`src/aec_consts.vh`:
```
// Purpose: Shared constants of the dual event counter block
// Assumes: Included by its bare name from every design file
// Notes:   Byte addresses of the AXI4-Lite register map, fields and reset values
`ifndef AEC_CONSTS_VH
`define AEC_CONSTS_VH

// Register byte addresses
`define AEC_ADDR_CTRL_STATUS  4'h0
`define AEC_ADDR_COUNT_HIGH   4'h4
`define AEC_ADDR_COUNT_LOW    4'h8
`define AEC_ADDR_CONFIG       4'hC
`define AEC_ADDR_W            4

// Control/status register fields
`define AEC_CS_UPPER_OVF      7
`define AEC_CS_LOWER_OVF      6
`define AEC_CS_RESERVED       5
`define AEC_CS_SPLIT          4
`define AEC_CS_UPPER_EN       3
`define AEC_CS_LOWER_EN       2
`define AEC_CS_UPPER_REL      1
`define AEC_CS_LOWER_REL      0
`define AEC_CS_RESET          8'h00

// Configuration register fields
`define AEC_CFG_UPPER_CLK_HI  7
`define AEC_CFG_UPPER_CLK_LO  6
`define AEC_CFG_LOWER_CLK_HI  5
`define AEC_CFG_LOWER_CLK_LO  4
`define AEC_CFG_UPPER_EDGE_HI 3
`define AEC_CFG_UPPER_EDGE_LO 2
`define AEC_CFG_LOWER_EDGE_HI 1
`define AEC_CFG_LOWER_EDGE_LO 0
`define AEC_CFG_PWM_GATE_EN   8
`define AEC_CFG_IRQ_FLAG      9
`define AEC_CFG_IRQ_EN        10
`define AEC_CFG_RESET         11'h000
`define AEC_CFG_W             11

// Clock select codes
`define AEC_CLK_PIN           2'h0
`define AEC_CLK_DIV2          2'h1
`define AEC_CLK_DIV4          2'h2
`define AEC_CLK_DIV8          2'h3

// Edge select codes
`define AEC_EDGE_FALL         2'h0
`define AEC_EDGE_RISE         2'h1
`define AEC_EDGE_BOTH         2'h2

// Counter limits
`define AEC_COUNT_MAX         8'hFF
`define AEC_COUNT_ZERO        8'h00

// AXI responses
`define AEC_RESP_OKAY         2'h0
`define AEC_RESP_SLVERR       2'h2

`endif

```
`src/aec_event_counter.v`:
```
// Purpose: Dual 8-bit event counter, chainable to 16 bits, AXI4-Lite registers
// Assumes: Pins synchronous to ref_clk; 100 MHz clock; one write, one read at a time
// Notes:   Function
// Function
// [RULE_01] Upper rollover sets upper overflow flag
// [RULE_02] Lower rollover sets lower flag, split only
// [RULE_03] Flag clears by zero write after reading one
// [RULE_04] Writing one to flags does nothing
// [RULE_05] Split zero chains halves into 16 bits
// [RULE_06] Split one runs two 8-bit counters
// [RULE_07] Upper enable zero blocks and holds count
// [RULE_08] Lower enable zero blocks and holds count
// [RULE_09] Upper release zero holds upper cleared
// [RULE_10] Lower release zero holds lower cleared
// [RULE_11] Upper counter read-only, high byte
// [RULE_12] Lower counter read-only, low byte
// [RULE_13] Upper source: pin, divided clocks, lower carry
// [RULE_14] Lower source: pin or divided clocks
// [RULE_15] Software writes zero to reserved bit
// [RULE_16] Selected gate high lets counts pass
// [RULE_17] 16-bit count wraps all ones to zero
// [RULE_18] Overflow sets irq flag, enable raises request
// [RULE_19] Lower select 00 means pin, reset default
// [RULE_20] Overflow beats simultaneous clearing write
//
// The AXI4-Lite slave port and the placing of the registers are this design's own decisions.
`timescale 1ns/1ps
`default_nettype none
`include "aec_consts.vh"

module aec_event_counter (
	// Clock and reset
	input  wire        ref_clk,
	input  wire        reset_n,
	// AXI4-Lite write address
	input  wire        s_axi_awvalid,
	output reg         s_axi_awready,
	input  wire [31:0] s_axi_awaddr,
	// AXI4-Lite write data
	input  wire        s_axi_wvalid,
	output reg         s_axi_wready,
	input  wire [31:0] s_axi_wdata,
	input  wire [3:0]  s_axi_wstrb,
	// AXI4-Lite write response
	output reg         s_axi_bvalid,
	input  wire        s_axi_bready,
	output reg  [1:0]  s_axi_bresp,
	// AXI4-Lite read address
	input  wire        s_axi_arvalid,
	output reg         s_axi_arready,
	input  wire [31:0] s_axi_araddr,
	// AXI4-Lite read data
	output reg         s_axi_rvalid,
	input  wire        s_axi_rready,
	output reg  [31:0] s_axi_rdata,
	output reg  [1:0]  s_axi_rresp,
	// Event pins and count gates
	input  wire        upperEventPin,
	input  wire        lowerEventPin,
	input  wire        externalCountGate,
	input  wire        pwmCountGate,
	// Interrupt request to the CPU
	output reg         overflowIrq_r
);

	// Register state
	reg  [7:0]              ctrlStatus_r;
	reg  [`AEC_CFG_W-1:0]   config_r;
	reg  [7:0]              upperCount_r;
	reg  [7:0]              lowerCount_r;
	reg                     upperClearArmed_r;
	reg                     lowerClearArmed_r;

	// Bus holding state
	reg                     awHeld_r;
	reg                     wHeld_r;
	reg  [`AEC_ADDR_W-1:0]  awAddr_r;
	reg  [31:0]             wData_r;
	reg  [3:0]              wStrb_r;

	// Source ticks
	wire                    tickDiv2;
	wire                    tickDiv4;
	wire                    tickDiv8;
	wire [1:0]              srcTick;

	// Count control
	wire                    splitMode;
	wire                    countGate;
	wire                    lowerTick;
	wire                    lowerCarry;
	wire                    upperTick;
	wire                    upperWrap;
	wire                    upperOvfSet;
	wire                    lowerOvfSet;
	wire                    anyOverflow;

	// Bus decode
	wire                    writeFire;
	wire                    readFire;
	wire [`AEC_ADDR_W-1:0]  readAddr;
	wire                    wrCtrl;
	wire                    wrConfig;
	wire                    wrMapped;
	wire                    rdCtrl;
	reg  [31:0]             readData;
	reg                     readHit;

	// Next values
	reg  [7:0]              ctrlStatus_nxt;
	reg  [`AEC_CFG_W-1:0]   config_nxt;
	reg  [7:0]              upperCount_nxt;
	reg  [7:0]              lowerCount_nxt;
	reg                     upperClearArmed_nxt;
	reg                     lowerClearArmed_nxt;

	genvar gi;

	// Divided system clock ticks
	aec_prescaler u_prescaler (
		.ref_clk    (ref_clk),
		.reset_n    (reset_n),
		.tickDiv2_r (tickDiv2),
		.tickDiv4_r (tickDiv4),
		.tickDiv8_r (tickDiv8)
	);

	// One source selector per half: index 1 upper, index 0 lower
	// [RULE_14] lower source choice
	// [RULE_19] code 00 picks the pin
	generate
		for (gi = 0; gi < 2; gi = gi + 1) begin : g_src
			aec_source_select u_src (
				.ref_clk    (ref_clk),
				.reset_n    (reset_n),
				.eventPin   (gi == 1 ? upperEventPin : lowerEventPin),
				.edgeSel    (config_r[2*gi+1 -: 2]),
				.clockSel   (config_r[2*gi+5 -: 2]),
				.tickDiv2   (tickDiv2),
				.tickDiv4   (tickDiv4),
				.tickDiv8   (tickDiv8),
				.sourceTick (srcTick[gi])
			);
		end
	endgenerate

	assign splitMode = ctrlStatus_r[`AEC_CS_SPLIT];

	// [RULE_16] gate selection
	assign countGate = config_r[`AEC_CFG_PWM_GATE_EN] ? pwmCountGate : externalCountGate;

	// [RULE_08] lower enable gating
	assign lowerTick  = countGate & ctrlStatus_r[`AEC_CS_LOWER_EN] & srcTick[0]
		& ctrlStatus_r[`AEC_CS_LOWER_REL];
	assign lowerCarry = lowerTick & (lowerCount_r == `AEC_COUNT_MAX);

	// [RULE_05] chain through lower carry
	// [RULE_06] independent upper source
	// [RULE_13] upper source choice
	// [RULE_07] upper enable gating
	assign upperTick = ctrlStatus_r[`AEC_CS_UPPER_EN] & ctrlStatus_r[`AEC_CS_UPPER_REL]
		& (splitMode ? (countGate & srcTick[1]) : lowerCarry);
	assign upperWrap = upperTick & (upperCount_r == `AEC_COUNT_MAX);

	// [RULE_01] upper rollover flag
	// [RULE_17] 16-bit wrap flag
	assign upperOvfSet = upperWrap;
	// [RULE_02] lower flag only split
	assign lowerOvfSet = lowerCarry & splitMode;
	assign anyOverflow = upperOvfSet | lowerOvfSet;

	// Bus handshakes
	assign writeFire = awHeld_r & wHeld_r & ~s_axi_bvalid;
	assign readFire  = s_axi_arvalid & s_axi_arready;
	assign readAddr  = s_axi_araddr[`AEC_ADDR_W-1:0];
	assign wrCtrl    = writeFire & (awAddr_r == `AEC_ADDR_CTRL_STATUS) & wStrb_r[0];
	assign wrConfig  = writeFire & (awAddr_r == `AEC_ADDR_CONFIG);
	assign wrMapped  = (awAddr_r == `AEC_ADDR_CTRL_STATUS) | (awAddr_r == `AEC_ADDR_CONFIG)
		| (awAddr_r == `AEC_ADDR_COUNT_HIGH) | (awAddr_r == `AEC_ADDR_COUNT_LOW);
	assign rdCtrl    = readFire & (readAddr == `AEC_ADDR_CTRL_STATUS);

	// Read multiplexer; counters are read-only
	// [RULE_11] upper byte readback
	// [RULE_12] lower byte readback
	always @* begin
		readData = 32'h0000_0000;
		readHit  = 1'b1;
		case (readAddr)
			`AEC_ADDR_CTRL_STATUS: readData[7:0] = ctrlStatus_r;
			`AEC_ADDR_COUNT_HIGH:  readData[7:0] = upperCount_r;
			`AEC_ADDR_COUNT_LOW:   readData[7:0] = lowerCount_r;
			`AEC_ADDR_CONFIG:      readData[`AEC_CFG_W-1:0] = config_r;
			default:               readHit = 1'b0;
		endcase
		if (s_axi_araddr[31:`AEC_ADDR_W] != 28'h000_0000) begin
			readHit = 1'b0;
		end
	end

	// Counter next values
	// [RULE_09] upper held cleared
	// [RULE_10] lower held cleared
	always @* begin
		lowerCount_nxt = lowerCount_r;
		upperCount_nxt = upperCount_r;
		if (!ctrlStatus_r[`AEC_CS_LOWER_REL]) begin
			lowerCount_nxt = `AEC_COUNT_ZERO;
		end else if (lowerTick) begin
			lowerCount_nxt = lowerCount_r + 8'h01;
		end
		if (!ctrlStatus_r[`AEC_CS_UPPER_REL]) begin
			upperCount_nxt = `AEC_COUNT_ZERO;
		end else if (upperTick) begin
			upperCount_nxt = upperCount_r + 8'h01;
		end
	end

	// Control/status next value with read-then-clear flags
	always @* begin
		ctrlStatus_nxt      = ctrlStatus_r;
		upperClearArmed_nxt = upperClearArmed_r;
		lowerClearArmed_nxt = lowerClearArmed_r;
		// Reading a flag as one arms its clear
		if (rdCtrl) begin
			upperClearArmed_nxt = upperClearArmed_r | ctrlStatus_r[`AEC_CS_UPPER_OVF];
			lowerClearArmed_nxt = lowerClearArmed_r | ctrlStatus_r[`AEC_CS_LOWER_OVF];
		end
		if (wrCtrl) begin
			// Plain bits, reserved bit kept as written
			// [RULE_15] reserved bit stored
			ctrlStatus_nxt[5:0] = wData_r[5:0];
			// [RULE_03] armed zero write clears
			// [RULE_04] ones are ignored
			if (!wData_r[`AEC_CS_UPPER_OVF] && upperClearArmed_r) begin
				ctrlStatus_nxt[`AEC_CS_UPPER_OVF] = 1'b0;
			end
			if (!wData_r[`AEC_CS_LOWER_OVF] && lowerClearArmed_r) begin
				ctrlStatus_nxt[`AEC_CS_LOWER_OVF] = 1'b0;
			end
			upperClearArmed_nxt = 1'b0;
			lowerClearArmed_nxt = 1'b0;
		end
		// [RULE_20] set wins over clear
		if (upperOvfSet) begin
			ctrlStatus_nxt[`AEC_CS_UPPER_OVF] = 1'b1;
		end
		if (lowerOvfSet) begin
			ctrlStatus_nxt[`AEC_CS_LOWER_OVF] = 1'b1;
		end
	end

	// Configuration next value, interrupt flag cleared by writing zero
	always @* begin
		config_nxt = config_r;
		if (wrConfig && wStrb_r[0]) begin
			config_nxt[7:0] = wData_r[7:0];
		end
		if (wrConfig && wStrb_r[1]) begin
			config_nxt[`AEC_CFG_PWM_GATE_EN] = wData_r[`AEC_CFG_PWM_GATE_EN];
			config_nxt[`AEC_CFG_IRQ_EN]      = wData_r[`AEC_CFG_IRQ_EN];
			if (!wData_r[`AEC_CFG_IRQ_FLAG]) begin
				config_nxt[`AEC_CFG_IRQ_FLAG] = 1'b0;
			end
		end
		// [RULE_18] overflow sets irq flag
		if (anyOverflow) begin
			config_nxt[`AEC_CFG_IRQ_FLAG] = 1'b1;
		end
	end

	// Register and counter update
	always @(posedge ref_clk or negedge reset_n) begin
		if (!reset_n) begin
			ctrlStatus_r      <= `AEC_CS_RESET;
			config_r          <= `AEC_CFG_RESET;
			upperCount_r      <= `AEC_COUNT_ZERO;
			lowerCount_r      <= `AEC_COUNT_ZERO;
			upperClearArmed_r <= 1'b0;
			lowerClearArmed_r <= 1'b0;
			overflowIrq_r     <= 1'b0;
		end else begin
			ctrlStatus_r      <= ctrlStatus_nxt;
			config_r          <= config_nxt;
			upperCount_r      <= upperCount_nxt;
			lowerCount_r      <= lowerCount_nxt;
			upperClearArmed_r <= upperClearArmed_nxt;
			lowerClearArmed_r <= lowerClearArmed_nxt;
			// [RULE_18] request when enabled
			overflowIrq_r     <= config_nxt[`AEC_CFG_IRQ_FLAG] & config_nxt[`AEC_CFG_IRQ_EN];
		end
	end

	// Write channel: address and data taken in either order
	always @(posedge ref_clk or negedge reset_n) begin
		if (!reset_n) begin
			awHeld_r      <= 1'b0;
			wHeld_r       <= 1'b0;
			awAddr_r      <= {`AEC_ADDR_W{1'b0}};
			wData_r       <= 32'h0000_0000;
			wStrb_r       <= 4'h0;
			s_axi_awready <= 1'b0;
			s_axi_wready  <= 1'b0;
			s_axi_bvalid  <= 1'b0;
			s_axi_bresp   <= `AEC_RESP_OKAY;
		end else begin
			s_axi_awready <= ~awHeld_r & ~(s_axi_awvalid & s_axi_awready);
			s_axi_wready  <= ~wHeld_r & ~(s_axi_wvalid & s_axi_wready);
			if (s_axi_awvalid && s_axi_awready) begin
				awHeld_r <= 1'b1;
				awAddr_r <= s_axi_awaddr[`AEC_ADDR_W-1:0];
				if (s_axi_awaddr[31:`AEC_ADDR_W] != 28'h000_0000) begin
					awAddr_r <= 4'h3; // Unaligned code, never mapped
				end
			end
			if (s_axi_wvalid && s_axi_wready) begin
				wHeld_r <= 1'b1;
				wData_r <= s_axi_wdata;
				wStrb_r <= s_axi_wstrb;
			end
			if (writeFire) begin
				awHeld_r     <= 1'b0;
				wHeld_r      <= 1'b0;
				s_axi_bvalid <= 1'b1;
				s_axi_bresp  <= wrMapped ? `AEC_RESP_OKAY : `AEC_RESP_SLVERR;
			end else if (s_axi_bvalid && s_axi_bready) begin
				s_axi_bvalid <= 1'b0;
			end
		end
	end

	// Read channel: one read under way at a time
	always @(posedge ref_clk or negedge reset_n) begin
		if (!reset_n) begin
			s_axi_arready <= 1'b0;
			s_axi_rvalid  <= 1'b0;
			s_axi_rdata   <= 32'h0000_0000;
			s_axi_rresp   <= `AEC_RESP_OKAY;
		end else begin
			s_axi_arready <= ~s_axi_rvalid & ~readFire;
			if (readFire) begin
				s_axi_rvalid <= 1'b1;
				s_axi_rdata  <= readData;
				s_axi_rresp  <= readHit ? `AEC_RESP_OKAY : `AEC_RESP_SLVERR;
			end else if (s_axi_rvalid && s_axi_rready) begin
				s_axi_rvalid <= 1'b0;
			end
		end
	end

endmodule // aec_event_counter
`default_nettype wire

```
`src/aec_prescaler.v`:
```
// Purpose: Divided system clock ticks for the event counters
// Assumes: One ref_clk domain, asynchronous active-low reset
// Notes:   Each tick is a one-cycle pulse at 1/2, 1/4 or 1/8 of the clock rate
`timescale 1ns/1ps
`default_nettype none
`include "aec_consts.vh"

module aec_prescaler (
	// Clock and reset
	input  wire       ref_clk,
	input  wire       reset_n,
	// Tick pulses
	output reg        tickDiv2_r,
	output reg        tickDiv4_r,
	output reg        tickDiv8_r
);

	reg  [2:0] divCount_r;
	wire [2:0] divCount_nxt;

	// Free-running divider
	assign divCount_nxt = divCount_r + 3'h1;

	// Divider and tick pulses
	always @(posedge ref_clk or negedge reset_n) begin
		if (!reset_n) begin
			divCount_r <= 3'h0;
			tickDiv2_r <= 1'b0;
			tickDiv4_r <= 1'b0;
			tickDiv8_r <= 1'b0;
		end else begin
			divCount_r <= divCount_nxt;
			tickDiv2_r <= (divCount_r[0] == 1'b1);
			tickDiv4_r <= (divCount_r[1:0] == 2'h3);
			tickDiv8_r <= (divCount_r == 3'h7);
		end
	end

endmodule // aec_prescaler
`default_nettype wire

```
`src/aec_source_select.v`:
```
// Purpose: Edge sensing of one event pin and choice of the count source
// Assumes: Pin is synchronous to ref_clk
// Notes:   Edge code 11 senses nothing; output tick is combinational
`timescale 1ns/1ps
`default_nettype none
`include "aec_consts.vh"

module aec_source_select (
	// Clock and reset
	input  wire       ref_clk,
	input  wire       reset_n,
	// Event pin and selects
	input  wire       eventPin,
	input  wire [1:0] edgeSel,
	input  wire [1:0] clockSel,
	// Prescaled ticks
	input  wire       tickDiv2,
	input  wire       tickDiv4,
	input  wire       tickDiv8,
	// Selected source
	output reg        sourceTick
);

	reg pinPrev_r;
	reg pinEdge;

	// Previous pin sample
	always @(posedge ref_clk or negedge reset_n) begin
		if (!reset_n) begin
			pinPrev_r <= 1'b1;
		end else begin
			pinPrev_r <= eventPin;
		end
	end

	// Edge sensing and source multiplexer
	always @* begin
		case (edgeSel)
			`AEC_EDGE_FALL: pinEdge = pinPrev_r & ~eventPin;
			`AEC_EDGE_RISE: pinEdge = ~pinPrev_r & eventPin;
			`AEC_EDGE_BOTH: pinEdge = pinPrev_r ^ eventPin;
			default:        pinEdge = 1'b0;
		endcase
		case (clockSel)
			`AEC_CLK_PIN:  sourceTick = pinEdge;
			`AEC_CLK_DIV2: sourceTick = tickDiv2;
			`AEC_CLK_DIV4: sourceTick = tickDiv4;
			default:       sourceTick = tickDiv8;
		endcase
	end

endmodule // aec_source_select
`default_nettype wire

```
`config.mk`:
```
export PLATFORM = sky130hd
export DESIGN_NAME = aec_event_counter
export DESIGN_NICKNAME = d
export VERILOG_FILES = /design/src/aec_event_counter.v /design/src/aec_prescaler.v /design/src/aec_source_select.v
export VERILOG_INCLUDE_DIRS = /design/src
export SDC_FILE = /design/constraint.sdc
export NUM_CORES = 1
export LEC_CHECK = 0
export BUFFER_PORTS_ARGS = -buffer_cell sky130_fd_sc_hd__buf_4
export CAP_MARGIN = 25
export CORE_MARGIN = 4
export CORE_UTILIZATION = 49
export DETAILED_ROUTE_END_ITERATION = 12
export PLACE_DENSITY = 0.88
export SYNTH_ARGS = -nofsm -noshare
export SYNTH_HDL_FRONTEND = slang
export SYNTH_SLANG_ARGS = --single-unit
```
`constraint.sdc`:
```
create_clock -name ref_clk -period 2.7 [get_ports ref_clk]
set_input_delay 0.675 -clock ref_clk [delete_from_list [all_inputs] [get_ports ref_clk]]
set_output_delay 0.675 -clock ref_clk [all_outputs]
set_load 0.02 [all_outputs]
```
# Yosys cells after proc, flatten, opt, wreduce, memory -nomap -nowiden
# Cells that the tools add are included.
dict set report classes {
  n_addsub 3
  eq_ne 20
  mux 37
  n_bitwise 45
  n_reduce_logical 30
}
# operator n
set op_table {}
lappend op_table {{nonzero test 28 bit} 2}
lappend op_table {{2-to-1 mux 8 bit} 5}
lappend op_table {{case mux 8 bit (4 select lines)} 1}
lappend op_table {{AND 1 bit} 26}
lappend op_table {{2-to-1 mux 1 bit} 22}
lappend op_table {{nonzero test 2 bit} 9}
lappend op_table {{adder 8 x 1 -> 8 bit (second input constant)} 2}
lappend op_table {{equality test 4 bit (second input constant)} 4}
lappend op_table {{equality test 8 bit (second input constant)} 2}
lappend op_table {{case mux 1 bit (3 select lines)} 4}
lappend op_table {{NOT 1 bit} 11}
lappend op_table {{equality test 2 bit (second input constant)} 5}
lappend op_table {{equality test 2 x 1 -> 1 bit (second input constant)} 4}
lappend op_table {{equality test 4 x 3 -> 1 bit (second input constant)} 2}
lappend op_table {{logical AND 1 bit} 8}
lappend op_table {{zero test 2 bit} 4}
lappend op_table {{zero test 4 bit} 2}
lappend op_table {{2-to-1 mux 3 bit} 2}
lappend op_table {{OR 1 bit} 6}
lappend op_table {{2-to-1 mux 2 bit} 2}
lappend op_table {{2-to-1 mux 4 bit} 1}
lappend op_table {{!= test 2 x 1 -> 1 bit (second input constant)} 2}
lappend op_table {{AND reduction 2 bit} 2}
lappend op_table {{OR reduction 4 bit} 1}
lappend op_table {{other kinds (4)} 6}
dict set report word_totals {
  regBits 85
}

# Logic depth before layout (Yosys ltp)
dict set report depth {
  word_depth 13
  depth_mapped 7
  ltp_nobuf 7
}

# Cells and area by module
# Synthesis repeated with hierarchy kept, for this count alone.
dict set report unflattened {
  hier_cells 378
  hier_area_um2 4070.2
}
# module instances cells_per_inst area_each_um2 seq_area_each_um2
set by_module_without_submodules {}
lappend by_module_without_submodules {aec_event_counter 1 341 3656.0 1876.8}
lappend by_module_without_submodules {aec_source_select 2 14 117.6 26.3}
lappend by_module_without_submodules {aec_prescaler 1 9 178.9 150.1}

# Least setup slack after synthesis
# No wires, ideal clock.
dict set report synth_timing {
  path_type {input-to-reg}
  startpoint {input port lowerEventPin}
  endpoint {register lowerCount_r[7]}
  t_arrival_ns 2.137
  required_ns 2.623
  slack_ns 0.485
  stages 6
  path_cell_list {inv_1 > ha_1 > o41ai_4 > o21ai_2 > or4_1 > a21oi_1}
}
dict set report synth_between {
  elab_chain_len 7
}
# element line
set synth_rtl {}
lappend synth_rtl {{start, declared} aec_event_counter.v:59} ;# input wire lowerEventPin,
lappend synth_rtl {{NOT 1 bit} aec_source_select.v:39} ;# `AEC_EDGE_FALL: pinEdge = pinPrev_r & ~eventPin;
lappend synth_rtl {{AND 1 bit} aec_source_select.v:39}
lappend synth_rtl {{case mux 1 bit (3 select lines) (*)} aec_source_select.v:38} ;# case (edgeSel)
lappend synth_rtl {{case mux 1 bit (3 select lines) (*)} aec_source_select.v:44} ;# case (clockSel)
lappend synth_rtl {{AND 1 bit (*) (2 in a row)} aec_event_counter.v:153} ;# assign lowerTick = countGate & ctrlStatus_r[`AEC_CS_LOWER_EN] & srcTick[0]
lappend synth_rtl {{!= test 2 x 1 -> 1 bit (no line) (*)} -}
lappend synth_rtl {{end signal, assigned} aec_event_counter.v:277} ;# lowerCount_r <= `AEC_COUNT_ZERO;
lappend synth_rtl {{end signal, assigned} aec_event_counter.v:285} ;# lowerCount_r <= lowerCount_nxt;
lappend synth_rtl {{end, declared} aec_event_counter.v:70} ;# reg [7:0] lowerCount_r;
# Mark *: on every way between the ends. The rest lies on a longest branch, timed or not.
# A chain may end at the register's enable or synchronous reset.

# Worst setup path after layout
dict set report layout_timing {
  startpoint {register g_src[0].u_src.pinPrev_r}
  endpoint {register lowerCount_r[7]}
}
dict set report layout_between {
  elab_chain_len 7
}
# element line
set layout_rtl {}
lappend layout_rtl {{start, declared} aec_source_select.v:24} ;# reg pinPrev_r;
lappend layout_rtl {{start signal, assigned} aec_source_select.v:32} ;# pinPrev_r <= eventPin;
lappend layout_rtl {{NOT 1 bit} aec_source_select.v:40} ;# `AEC_EDGE_RISE: pinEdge = ~pinPrev_r & eventPin;
lappend layout_rtl {{AND 1 bit} aec_source_select.v:40}
lappend layout_rtl {{case mux 1 bit (3 select lines) (*)} aec_source_select.v:38}
lappend layout_rtl {{case mux 1 bit (3 select lines) (*)} aec_source_select.v:44}
lappend layout_rtl {{AND 1 bit (*) (2 in a row)} aec_event_counter.v:153}
lappend layout_rtl {{!= test 2 x 1 -> 1 bit (no line) (*)} -}
# Marks and branches as above.

==> flow_summary_export.csv <==
group,metric,value,unit
outcome,outcome,"finished, final reports clean",
floorplanning,die-area,0.00982,mm^2
power,swShare,0.294,
sta,hold_viol_final,0,
finish,area_growth,25.1,%
sta,setup_violations,0,
sta,post-route-period-util,0.788,
clocking,cts_tree,"done",
sta,max_freq,470,MHz
detailed_routing,top_layer_used,"met4",
floorplanning,initial_core_util,0.515,
critical_path,crit_fanout,6,
synth,async_flop_share,1.00,
critical_path,critPathArrivalTime,2.41,ns
sta,rsz0062_at_grt,"no",
clocking,clockBufferDepth,2,
detailed_routing,ant_nets,0,
power,vdd.ir_drop.worst,0.000417,V
placement,dp.cells,545,
flow_run,cap_violations,0,
sta,worst_pin_slew,0.760,ns
synth,synth_edf_count,0,
clocking,cts_root_buf,"clkbuf_8",
clocking,tritoncts.num_buffers,9,
finish,n_antenna_cell,0,
floorplanning,core_area,0.00789,mm^2
floorplanning,die_x,99.1,um
detailed_routing,vias_per_cell,5.63,
synth,yosysUniqueCellTypes,53,
synth,syn_inst,341,
clocking,clock-sinks,83,
power,p_leak,2.36,nW
detailed_routing,wirelength,9.45,mm
placement,dp_hpwl,7.40,mm
sta,period_needed,2.13,ns
floorplanning,row_count,32,
synth,avgSynthCellArea,11.9,um^2
clocking,postCtsSetupRepairBufs,0,
synth,yosys_warnings,0,
power,p_per_area,559,mW/mm^2
critical_path,r2r-start,"g_src[0].u_src.pinPrev_r$_DFF_PN1_",
critical_path,critPathLaunch,"g_src[0].u_src.pinPrev_r$_DFF_PN1_",
detailed_routing,wl_met1,3.53,mm
detailed_routing,wl_per_cell,16.8,um
grt,grt_pass1_vias,3327,
power,pwr-share-seq,0.533,
power,switchingPower,0.835,mW
clocking,clock_latency,0.35,ns
detailed_routing,drtIter0Drc,209,
power,intPower,2.01,mW
finish,fin_cells,561,
grt,grt.overflow.total,0,
sta,slew_headroom,0.490,
clocking,hold_buffers,0,
synth,ys_ff_latch,83,
clocking,path_clk_slew,0.09,ns
detailed_routing,first_pass_iters,4,
clocking,cts_resized,0,
floorplanning,die_h,99.1,um
grt,grt_max_degree,44,
synth,synthFlopType,"dfrtp_1",
grt,grt_pass1_wl,15.7,mm
critical_path,worstSetupPathType,"flop to flop",
floorplanning,ios,153,
synth,ys_seq_area_frac,0.512,
sta,drv_slew,0,
worst_hold_path,hp-class,"input pin to asynchronous set/reset pin",
detailed_routing,wl_met3,862,um
critical_path,start_kind,"flop",
sta,fin_worst_skew,0.00856,ns
finish,nets,573,
grt,antenna_found_initial,0,
sta,tns,0,ns
clocking,h-tree-depth,3,
power,pwr-share-comb,0.184,
critical_path,end_kind,"flop",
placement,gp_congestion,0.915,
detailed_routing,drc,0,
synth,syn_area,0.00407,mm^2
grt,grt_usage,0.200,
detailed_routing,wl_met2,4.90,mm
sta,setup_ws,0.571,ns
detailed_routing,vias,3160,
critical_path,worstPathRequired,2.98,ns
placement,preCtsSetupSlack,0.210,ns
power,clkPwrFrac,0.283,
finish,drive_gt1_frac,0.368,
placement,portBuffers,106,
synth_stat cells (3+ instances only):
master    number  area [um^2]
mux2_1         3         33.8
mux2_2        24          270
clkbuf_1       5         18.8
mux2i_1        9         90.1
xor2_1         3         26.3
a22o_1        15          131
o21ai_1        3         15.0
nand4_1        8         50.1
nand2_1       22         82.6
o211ai_1       3         22.5
a21oi_1        8         40.0
buf_4         23          173
nand3b_1       3         22.5
ha_1           8          100
dfrtp_1       81         2030
nor4_1        14         87.6
mux4_2         7          158
and2_1         5         31.3
or4_1          5         37.5
nand3_1        8         40.0
and3_1         5         31.3
nor2_1        16         60.1
inv_1         12         45.0
nor3_1         5         25.0
o21ai_0        7         35.0
worst max-delay path, stage by stage (launching register included):
cell and delay [ns]:
dfstp_2 0.54, ha_1 0.25, o41ai_4 0.40, o21ai_2 0.18, or4_1 0.53, a21oi_1 0.16
power by group through the flow:
stage	sequential, mW	clock (mW)	combinational (mW)
global placement	1.52	0	0.507
floorplan	1.54	0	0.278
CTS	1.52	0.816	0.531
finish	1.51	0.805	0.523
global route	1.54	0.861	0.571
detailed placement	1.54	0	0.528
cells by family after synthesis:
logic type                 count (synthesis)  share of synthesized area
other                                      1                   0.000922
buffers and inverters                     41                     0.0591
and+or+nand+nor                           99                      0.130
xor gates and xnor gates                   4                    0.00862
AOI/OAI and AO/OA                         60                      0.120
muxes                                     45                      0.146
DFF                                       83                      0.512
adders and majority gates                  8                     0.0246
per-stage QoR:
stage | instance area, um^2 | hold slack (ns) | power, mW | util
floorplan | 4150 | 0.379 | 1.82 | -
global placement | 4910 | 0.390 | 2.03 | 0.623
detailed placement | 4910 | 0.395 | 2.06 | 0.623
CTS | 5090 | 0.315 | 2.86 | 0.645
global route | 5090 | 0.354 | 2.97 | 0.645
finish | 5090 | 0.312 | 2.84 | 0.645
sequential cells by signal (all words and copies together), names as in the netlist, 2 cells and up:
signal and cells:
config_r 11, s_axi_rdata 11, wData_r 11, ctrlStatus_r 8, lowerCount_r 8, upperCount_r 8
awAddr_r 4, u_prescaler.divCount_r 3, g_src.u_src.pinPrev_r 2, wStrb_r 2
layout make-up:
| class | count | area (um^2) |
|---|---|---|
| tap | 102 | 128 |
| fill | 600 | 2800 |
| timing repair buffer | 109 | 831 |
| clock buffer | 9 | 124 |
| clock inverter | 7 | 51.3 |
| inverter | 12 | 45.0 |
| sequential | 83 | 2080 |
| multi-input combinational | 239 | 1830 |
placed cells by master, fill, tap and decap left out, types with 12 or more instances in the layout:
cell / n
a22o_1: 15
buf_4: 108
conb_1: 23
dfrtp_1: 81
inv_1: 12
mux2_2: 24
nand2_1: 22
nor2_1: 16
nor4_1: 14
final timing paths:
kind,to,slack (ns),cells after the start
max,lowerCount_r[7]$_DFFE_PN0P_,0.57,5
min,wData_r[0]$_DFFE_PN0P_,0.31,1
max reg2reg,lowerCount_r[7]$_DFFE_PN0P_,0.57,5
min reg2reg,u_prescaler.tickDiv2_r$_DFF_PN0_,0.41,0
max in group asynchronous,s_axi_rvalid$_DFFE_PN0P_,1.78,2
min in group ref_clk,u_prescaler.tickDiv2_r$_DFF_PN0_,0.41,0
per-layer routing:
metal,vias to the layer above,track usage
li1,1456,-
met2,160,0.366
met3,17,0.0439
met5,-,0
met1,1527,0.231
met4,0,0.0693
Power figures use the tool's default switching activity.
